[src/ssl_pkg.sv]
// Constants for the security-region lock and unique-serial block.
// Assumes an SPI mode 0/3 host and a 100 MHz system clock.
package ssl_pkg;
   // ********************************
   // Opcodes and address decode
   // ********************************
   localparam logic [7:0] OP_WREN = 8'h06;
   localparam logic [7:0] OP_LOCK = 8'h82;
   localparam logic [7:0] OP_READ = 8'h83;
   localparam logic [1:0] SEL_LOCK = 2'h2;
   localparam logic [1:0] SEL_DATA = 2'h0;
   localparam int ADDR_UID_BIT = 9;
   localparam int LOCK_DATA_BIT = 1;
   localparam int STATUS_LOCK_BIT = 1;
   // ********************************
   // Framing counts
   // ********************************
   localparam int OP_BITS = 8;
   localparam int HDR_BITS = 24;
   localparam int LOCK_BITS = 32;
   localparam int UID_BYTES = 16;
   localparam logic LOCK_RESET = 1'b0;
   // Arbitrary serial value, not any real part
   localparam logic [127:0] UID_DEFAULT = 128'h0123456789ABCDEF_FEDCBA9876543210;
endpackage

[src/ssl_core.sv]
// Lock, lock-status and unique-serial instructions of the SPI slave.
// Assumes SPI pins are asynchronous to clk_i and are oversampled.
`timescale 1ns/100ps
// What this block does
// Lock only when write-enable latch is set
// Host sends 82h, address, one data byte
// Lock needs address bits 10:9 equal 10
// Lock needs data bit 1 set
// Select must rise right after eighth bit
// No lock when protect 11 or locked
// Lock is permanent, region becomes read-only
// 83h with bits 10:9 = 10 reads status
// Status bit 1 shows lock state
// Status byte repeats while select low
// 83h with bit 9 reads serial
// Shift fixed 128-bit serial on falling edges
// Serial byte index wraps after sixteen
// Select high ends read, output released
// Sample rising, drive falling, MSB first
// Opcode 06h sets write-enable latch
// Bits 10:9 = 00 selects sector data access
// Lock kept nonvolatile, zero when fresh
// Bit 9 checked before 10/00 patterns
module ssl_core #(
   parameter logic [127:0] UID_VALUE = ssl_pkg::UID_DEFAULT
) (
   // Clock, reset, enable
   input wire logic clk_i,
   input wire logic reset_n_i,
   input wire logic clk_en_i,
   // SPI pins
   input wire logic select_n_i,
   input wire logic sclk_i,
   input wire logic serial_in_i,
   output logic serial_out_o,
   output logic serial_out_en_o,
   // Shared status bits
   input wire logic write_enable_latch_i,
   input wire logic protect_level_hi_i,
   input wire logic protect_level_lo_i,
   input wire logic nv_lock_i,
   output logic wel_set_o,
   output logic nv_lock_write_o,
   output logic locked_o,
   output logic sector_data_op_o,
   output logic sector_write_ok_o
);
   // ********************************
   // Pin synchronisers
   // ********************************
   logic [2:0] s1_q, s2_q;
   logic sclk_prev_q, sel_prev_q;
   always_ff @(posedge clk_i or negedge reset_n_i) begin
      if (!reset_n_i) begin
         // Idle pin levels (select high, clock low), so no false edge follows reset
         s1_q <= 3'h4;
         s2_q <= 3'h4;
         sclk_prev_q <= 1'b0;
         sel_prev_q <= 1'b1;
      end else if (clk_en_i) begin
         s1_q <= {select_n_i, sclk_i, serial_in_i};
         s2_q <= s1_q;
         sclk_prev_q <= s2_q[1];
         sel_prev_q <= s2_q[2];
      end
   end
   wire sel_n = s2_q[2];
   wire sdi = s2_q[0];
   wire rise = !sel_n && s2_q[1] && !sclk_prev_q;
   wire fall = !sel_n && !s2_q[1] && sclk_prev_q;
   wire sel_up = sel_n && !sel_prev_q;

   // ********************************
   // Shift-in and decode
   // ********************************
   typedef enum logic [2:0] {ST_CMD, ST_LOCKWAIT, ST_STATUS, ST_UID, ST_IGNORE} ssl_state_e;
   ssl_state_e st_q;
   logic [5:0] cnt_q;
   logic [31:0] sh_q;
   logic [7:0] out_q;
   logic [2:0] bit_q;
   logic [3:0] idx_q;
   logic lock_q, dout_q, den_q, wel_q, nvw_q, sdo_q, lock_ok_q;
   wire [31:0] sh_nx = {sh_q[30:0], sdi};
   wire [7:0] op = sh_nx[23:16];
   wire [1:0] region_select_bits = sh_nx[10:9];
   wire uid_sel = sh_nx[ssl_pkg::ADDR_UID_BIT];
   wire hdr_done = cnt_q == 6'(ssl_pkg::HDR_BITS - 1);
   wire is_status = op == ssl_pkg::OP_READ && !uid_sel
      && region_select_bits == ssl_pkg::SEL_LOCK;
   wire is_uid = op == ssl_pkg::OP_READ && uid_sel;
   wire is_data = (op == ssl_pkg::OP_READ && !uid_sel || op == ssl_pkg::OP_LOCK)
      && region_select_bits == ssl_pkg::SEL_DATA;
   wire lock_hdr = op == ssl_pkg::OP_LOCK && region_select_bits == ssl_pkg::SEL_LOCK;
   wire lock_byte = cnt_q == 6'(ssl_pkg::LOCK_BITS - 1);
   wire lock_allowed = write_enable_latch_i && !lock_q
      && !(protect_level_hi_i && protect_level_lo_i);
   wire [7:0] status_byte = 8'(lock_q) << ssl_pkg::STATUS_LOCK_BIT;
   wire [7:0] uid_byte = UID_VALUE[127 - 8 * idx_q -: 8];
   wire [3:0] idx_nx = idx_q + 4'h1;

   always_ff @(posedge clk_i or negedge reset_n_i) begin
      if (!reset_n_i) begin
         st_q <= ST_CMD;
         cnt_q <= 6'h00;
         sh_q <= 32'h0;
         lock_ok_q <= 1'b0;
      end else if (clk_en_i) begin
         // Select high abandons any half-received instruction
         if (sel_n) begin
            st_q <= ST_CMD;
            cnt_q <= 6'h00;
            lock_ok_q <= 1'b0;
         end else if (rise) begin
            sh_q <= sh_nx;
            if (cnt_q != 6'h3F)
               cnt_q <= cnt_q + 6'h01;
            lock_ok_q <= 1'b0;
            case (st_q)
               ST_CMD: begin
                  if (cnt_q == 6'(ssl_pkg::OP_BITS - 1) && sh_nx[7:0] != ssl_pkg::OP_READ
                      && sh_nx[7:0] != ssl_pkg::OP_LOCK)
                     st_q <= ST_IGNORE;
                  else if (hdr_done) begin
                     if (is_status) st_q <= ST_STATUS;
                     else if (is_uid) st_q <= ST_UID;
                     else if (lock_hdr) st_q <= ST_LOCKWAIT;
                     else st_q <= ST_IGNORE;
                  end
               end
               ST_LOCKWAIT: begin
                  // Only the edge of the eighth bit arms the lock
                  lock_ok_q <= lock_byte && sh_nx[ssl_pkg::LOCK_DATA_BIT];
                  if (!lock_byte) st_q <= ST_LOCKWAIT;
                  if (cnt_q > 6'(ssl_pkg::LOCK_BITS - 1)) st_q <= ST_IGNORE;
               end
               default: st_q <= st_q;
            endcase
         end
      end
   end

   // ********************************
   // Output shifting and lock store
   // ********************************
   // 06h only counts when exactly eight bits came before select high;
   // the state has already moved on to ignore, so it is not consulted
   wire wren_done = sel_up && cnt_q == 6'(ssl_pkg::OP_BITS)
      && sh_q[7:0] == ssl_pkg::OP_WREN;
   // lock_ok_q still holds the frame's verdict in the cycle select is seen high
   wire lock_commit = sel_up && lock_ok_q && lock_allowed;
   // Output runs only in the two read states; sector data is handled elsewhere
   wire out_state = st_q == ST_STATUS || st_q == ST_UID;
   wire [7:0] next_byte = st_q == ST_STATUS ? status_byte : uid_byte;

   // Lock store: latch and lock requests leave as single-cycle pulses
   always_ff @(posedge clk_i or negedge reset_n_i) begin
      if (!reset_n_i) begin
         wel_q <= 1'b0;
         nvw_q <= 1'b0;
         lock_q <= ssl_pkg::LOCK_RESET;
      end else if (clk_en_i) begin
         wel_q <= wren_done;
         // One-cycle pulse; the store must hold it and feed it back
         nvw_q <= lock_commit;
         // Only ever set, so no later instruction can unlock
         lock_q <= nv_lock_i | lock_q | lock_commit;
      end
   end

   always_ff @(posedge clk_i or negedge reset_n_i) begin
      if (!reset_n_i) begin
         out_q <= 8'h00;
         bit_q <= 3'h0;
         idx_q <= 4'h0;
         dout_q <= 1'b0;
         den_q <= 1'b0;
         sdo_q <= 1'b0;
      end else if (clk_en_i) begin
         sdo_q <= 1'b0;
         if (sel_n) begin
            den_q <= 1'b0;
            bit_q <= 3'h0;
         end else if (rise && st_q == ST_CMD && hdr_done) begin
            idx_q <= sh_nx[3:0];
            sdo_q <= is_data;
         end else if (fall && out_state) begin
            den_q <= 1'b1;
            // Reloaded at bit 0, so status repeats and the serial advances
            if (bit_q == 3'h0) begin
               out_q <= next_byte;
               dout_q <= next_byte[7];
            end else begin
               dout_q <= out_q[3'h7 - bit_q];
            end
            bit_q <= bit_q + 3'h1;
            if (bit_q == 3'h7 && st_q == ST_UID) begin
               idx_q <= idx_nx;
            end
         end
      end
   end

   assign serial_out_o = dout_q;
   assign serial_out_en_o = den_q;
   assign wel_set_o = wel_q;
   assign nv_lock_write_o = nvw_q;
   assign locked_o = lock_q;
   assign sector_data_op_o = sdo_q;

   // ********************************
   // Sector write gate
   // ********************************
   // Registered so the gate stays glitch-free while protect bits move
   logic swok_q;
   always_ff @(posedge clk_i or negedge reset_n_i) begin
      if (!reset_n_i) begin
         swok_q <= 1'b0;
      end else if (clk_en_i) begin
         swok_q <= !lock_q && !(protect_level_hi_i && protect_level_lo_i);
      end
   end
   assign sector_write_ok_o = swok_q;
endmodule // ssl_core

[config.mk]
export PLATFORM = sky130hd
export DESIGN_NAME = ssl_core
export DESIGN_NICKNAME = d
export VERILOG_FILES = /design/src/ssl_pkg.sv /design/src/ssl_core.sv
export SDC_FILE = /design/constraint.sdc
export NUM_CORES = 1
export LEC_CHECK = 0
export ABC_AREA = 1
export BUFFER_PORTS_ARGS = -buffer_cell sky130_fd_sc_hd__buf_2
export CORE_ASPECT_RATIO = 0.5
export CORE_MARGIN = 8
export CORE_UTILIZATION = 60
export CTS_BUF_LIST = sky130_fd_sc_hd__clkbuf_8 sky130_fd_sc_hd__clkbuf_16
export DETAILED_ROUTE_END_ITERATION = 8
export PLACE_DENSITY = 0.79
export SLEW_MARGIN = 20
export SYNTH_ARGS = -nofsm -noshare
export SYNTH_HDL_FRONTEND = slang
export SYNTH_SLANG_ARGS = --single-unit
[constraint.sdc]
create_clock -name clk_i -period 1.88 [get_ports clk_i]
set_input_delay 0.282 -clock clk_i [delete_from_list [all_inputs] [get_ports clk_i]]
set_output_delay 0.282 -clock clk_i [all_outputs]
set_load 0.1 [all_outputs]
* Word-level counts from Yosys, hierarchy flattened
Cells that the tools add are included.
** Word-level totals
- Bits in registers :: 63
- Bits in latches :: 0
- Memory bits (writable) :: 0
- Bits in read-only memories :: 0
- Input bits :: 10
- Output and inout port bits :: 7
- Word-level logic and storage cells :: 130
- Memories kept :: 0
** Cells by class
- $add $sub $neg :: 5
- Multipliers :: 0
- Divide/modulo/power cells :: 0
- Magnitude comparators :: 2
- Equal/unequal tests :: 18
- Shift operators :: 1
- Mux-type cells :: 31
- Bitwise operators :: 4
- Reductions and logical operators :: 51
** Operators with widths (number)
- 135-bit by 33-bit variable part select with 8-bit output (first input constant) :: 1
- 3-bit 2-to-1 mux :: 12
- 1-bit logical AND :: 25
- 6-bit 2-to-1 mux :: 3
- 8-bit == test (second input constant) :: 2
- 8-bit inequality test (second input constant) :: 2
- 6-bit by 5-bit == test with 1-bit output (second input constant) :: 2
- 4-bit 2-to-1 mux :: 3
- 1-bit 2-to-1 mux :: 10
- 5-bit AND reduction :: 2
- 2-bit nonzero test :: 5
- 3-bit AND reduction :: 3
- 8-bit by 3-bit == test with 1-bit output (second input constant) :: 1
- 8-bit 2-to-1 mux :: 1
- 4-bit inequality test (second input constant) :: 2
- 4-bit AND reduction :: 2
- 7-bit by 7-bit subtractor with 8-bit output (first input constant) :: 1
- 1-bit zero test :: 7
- 6-bit by 1-bit adder with 6-bit output (second input constant) :: 1
- 3-bit by 2-bit == test with 1-bit output (second input constant) :: 2
- 6-bit by 3-bit == test with 1-bit output (second input constant) :: 1
- 6-bit by 4-bit == test with 1-bit output (second input constant) :: 1
- 6-bit by 5-bit > comparator with 1-bit output (second input constant) :: 1
- 3-bit zero test :: 2
- other kinds (17) :: 20

* Depth between registers and ports, before layout
- Depth after elaboration :: 10
- Gate-level depth with buffers :: 11
- Mapped depth without buffers :: 11

* Worst setup path before layout
Ideal clock, no wire load.
- Path type :: flip-flop to flip-flop
- Start point :: register lock_q (netlist: locked_o)
- End point :: register lock_q (netlist: locked_o)
- Library setup time :: 0.123 ns
- Arrival time :: 1.294 ns
- Data required time :: 1.757 ns
- Slack :: 0.463 ns
- Cell stages (with the launch flop) :: 6
- Buffers on the path :: 0
- Period minus slack after synthesis :: 1.417 ns
- Cell sequence :: dfrtp_1 -> inv_1 -> nand3_1 -> inv_1 -> nand4_1 -> nand2_1
** Between the ends
- Cells in the longest elaborated chain, start to end :: 5
- Elaborated cells between the ends (all ways) :: 6
- Classes of those cells :: bitwise: 2; reduce/logical: 4
** RTL lines
- start, declared :: line ssl_core.sv:83 : logic lock_q, dout_q, den_q, wel_q, nvw_q, sdo_q, lock_ok_q;
- start signal, assigned :: line ssl_core.sv:161 : lock_q <= ssl_pkg::LOCK_RESET;
- start signal, assigned :: line ssl_core.sv:167 : lock_q <= nv_lock_i | lock_q | lock_commit;
- 1-bit zero test :: line ssl_core.sv:96 : wire lock_allowed = write_enable_latch_i && !lock_q
- 1-bit logical AND :: line ssl_core.sv:96
- 1-bit logical AND :: line ssl_core.sv:97 : && !(protect_level_hi_i && protect_level_lo_i);
- 1-bit logical AND :: line ssl_core.sv:151 : wire lock_commit = sel_up && lock_ok_q && lock_allowed;
- 1-bit bitwise OR * :: line ssl_core.sv:167
Mark *: on every way between the ends. The rest lies on a longest branch, timed or not.
A chain may end at the register's enable or synchronous reset.

* Worst setup path in the final report
- Start point :: register sclk_prev_q
- End point :: register sh_q[1]
** Between the ends
- Cells in the longest elaborated chain, start to end :: 3
** RTL lines
- start, declared :: line ssl_core.sv:52 : logic sclk_prev_q, sel_prev_q;
- start signal, assigned :: line ssl_core.sv:63 : sclk_prev_q <= s2_q[1];
- 1-bit zero test :: line ssl_core.sv:69 : wire rise = !sel_n && s2_q[1] && !sclk_prev_q;
- 1-bit logical AND :: line ssl_core.sv:69
- 3-bit AND reduction (no line)
- end signal, assigned :: line ssl_core.sv:115 : sh_q <= sh_nx;
- end, declared :: line ssl_core.sv:79 : logic [31:0] sh_q;
Every way passes these cells.

==> qor.csv <==
metric,value,unit
syn_nets,400,
crit_family,simple AND/OR/NAND/NOR gates,
drive_gt1_share,18.6,%
skew,0.00749,ns
numPortBuffers,16,
htreeDepth,3,
rr_worst_depth,6,
post-route-period-util,87.6,%
drv_slew,0,
clk_pin_slew,0.07,ns
critPathSlowestCell,dfrtp_1,
placed_cell_area,3270,um2
cts_setup_buffers,0,
gr-total-overflow,0,
p_per_area,1020,nW/um2
timing.fmax,608,MHz
num_antenna_cells,0,
grt_pass1_vias,2384,
cp.required,2.09,ns
hpwl,4640,um
grt_max_degree,38,
grt_pass1_wl,10900,um
initial_core_util,62.8,%
clock-sinks,61,
fin_tns_setup,0,ns
reg2reg_slack,0.23,ns
rows,18,
antenna_found_initial,0,
synthCells,384,
numCtsBuffers,9,
startpoint,sclk_prev_q$_DFFE_PN0P_,
nets,424,
vdd_ir_drop_max,648,uV
timing.rr.start,sclk_prev_q$_DFFE_PN0P_,
ys_warn_count,0,
r2r_end,sh_q[1]$_DFFE_PN0P_,
final_antenna_net_count,0,
root_buffer,clkbuf_8,
critPathLaunchType,flop,
hold_violations,0,
cp-endpoint,sh_q[1]$_DFFE_PN0P_,
synthTopCellsByArea,"dfrtp_1, nand2_1, o21ai_0, inv_1, nor2_1",
crit_chain,nor2_2 -> inv_1 -> nor2_4 -> inv_2 -> nand2_1 -> o21ai_2,
cts_tree,built,
relSlewSlack,55.3,%
yosysTopAreaCell,dfrtp_1,
drc,0,
cp.arrival,1.86,ns
ys_ff_latch,61,
path_depth,6,
async_flop_share,100,%
die_w,118,um
fp.coreArea,4950,um2
routabilityCongestion,0.882,
setup-violations-final,0,
outcome,"complete, no violations",
max-cap-violations,0,
grt_usage,17.3,%
die_h,66.9,um
die_area,7890,um2
syn2layout_area_growth,11.7,%
end_kind,flop,
vias,2573,
synth_edf_count,0,
fillers,410,
period_needed,1.65,ns
synth_ff_type,dfrtp_1,
path_buf_inv,2,
final_cell_mix,"nand2_1, dfrtp_1, inv_1, o21ai_0, nor2_1",
tightest_slew,0.670,ns
insertion_delay,0.33,ns
syn_area_per_cell,8.11,um2
wl_per_cell,13.8,um
cts_buffer_depth,2,
yosysSeqAreaShare,49.2,%
leakagePower,1.77,nW
rsz0062_at_grt,false,
ys_types,33,
design_area,3480,um2
max_stage_delay,0.44,ns
netlist.area_leader.share,46.6,%
via_per_inst,5.33,
routed_wl,6680,um
worstSetupPathType,reg2reg,
path_max_fanout,19,
layout_commonest_cell,nand2_1,
firstDrtPassIters,5,
cts_resized,0,
syn_area,3110,um2
min_path_type,in2reg,
ios,17,
drt_iter0_drc,207,
==> metal layers <==
| metal | part of all wire [%] | vias to the layer above | global-route usage [%] | wire length (um) |
|---|---|---|---|---|
| li1 | - | 1273 | - | - |
| met4 | 1.2 | 0 | 5.85 | 80 |
| met1 | 47 | 1219 | 21.1 | 3170 |
| met3 | 5.2 | 10 | 5.23 | 344 |
| met5 | 0 | - | 0 | 0 |
| met2 | 46 | 71 | 29.3 | 3080 |
==> synthesized netlist by cell type (4+ instances only) <==
cell     count
a21oi_1      5
nand2_1    130
inv_1       35
o21ai_0     27
nand3_1     15
o21ai_2      5
nand4_1      6
nand2_2      4
o31ai_1      5
nor2_1      23
o21ai_1     14
dfrtp_1     58
ha_1         6
inv_2       12
==> worst min path at each step <==
stage	startpoint	to	depth (start not counted)
after CTS	select_n_i	s1_q[2]$_DFFE_PN1P_	3
final	select_n_i	s1_q[2]$_DFFE_PN1P_	3
after global placement	reset_n_i	out_q[5]$_DFFE_PN0P_	1
after floorplan	reset_n_i	bit_q[0]$_DFFE_PN0P_	0
after global routing	sclk_i	s1_q[1]$_DFFE_PN0P_	3
after detailed placement	reset_n_i	out_q[3]$_DFFE_PN0P_	1
==> worst min-delay path, delay by kind of cell <==
family	cells	cell delay (ns)
and+or+nand+nor	2	0.10
buffers and inverters	1	0.09
==> per-stage QoR <==
| stage | util [%] | std cells | worst slack [ns] | total power [mW] | hold slack, ns |
|---|---|---|---|---|---|
| floorplan | - | 384 | 0.463 | 2.20 | -0.0136 |
| global placement | 66.0 | 465 | 0.132 | 2.35 | 0.315 |
| detailed placement | 66.0 | 465 | 0.0517 | 2.40 | 0.334 |
| CTS | 70.1 | 482 | 0.0345 | 3.54 | 0.132 |
| global route | 70.2 | 483 | 0.104 | 3.73 | 0.155 |
| finish | 70.2 | 483 | 0.234 | 3.54 | 0.142 |
==> report_power, final <==
part	internal [mW]	switching (mW)	leakage (nW)	total [mW]
registers	1.58	0.201	0.788	1.78
clock network	0.634	0.505	0.107	1.14
logic	0.201	0.418	0.874	0.619
total	2.42	1.12	1.77	3.54
==> area by class of cell <==
| cell class | count | area (um2) | area share [%] |
|---|---|---|---|
| clock inverter | 6 | 53.8 | 1.55 |
| inverter | 48 | 181 | 5.22 |
| sequential | 61 | 1530 | 44.0 |
| timing repair buffer | 19 | 118 | 3.38 |
| tap | 70 | 87.6 | 2.52 |
| clock buffer | 10 | 138 | 3.96 |
| multi-input combinational | 269 | 1370 | 39.4 |
==> kinds of logic after synthesis <==
logic type | after synthesis | synth area share (%)
xor+xnor | 5 | 1.41
flops | 61 | 49.2
simple gates | 195 | 28.3
fa+ha+maj | 6 | 2.41
compound gates | 62 | 11.7
buf+inv | 55 | 7.03
==> what timing repair did <==
| action | CTS | global route |
|---|---|---|
| setup endpoints to repair | 0 | 8 |
| hold buffers | 1 | 0 |
| endpoints found under the hold margin | 21 | 0 |
==> flip-flops by register name, summed over array words and instances (netlist names), 3 cells and up <==
signal  count
sh_q       23
cnt_q       6
st_q        3
out_q       6
s2_q        3
s1_q        3
bit_q       3
idx_q       4
Note: power is estimated with default switching activity, not from simulation.
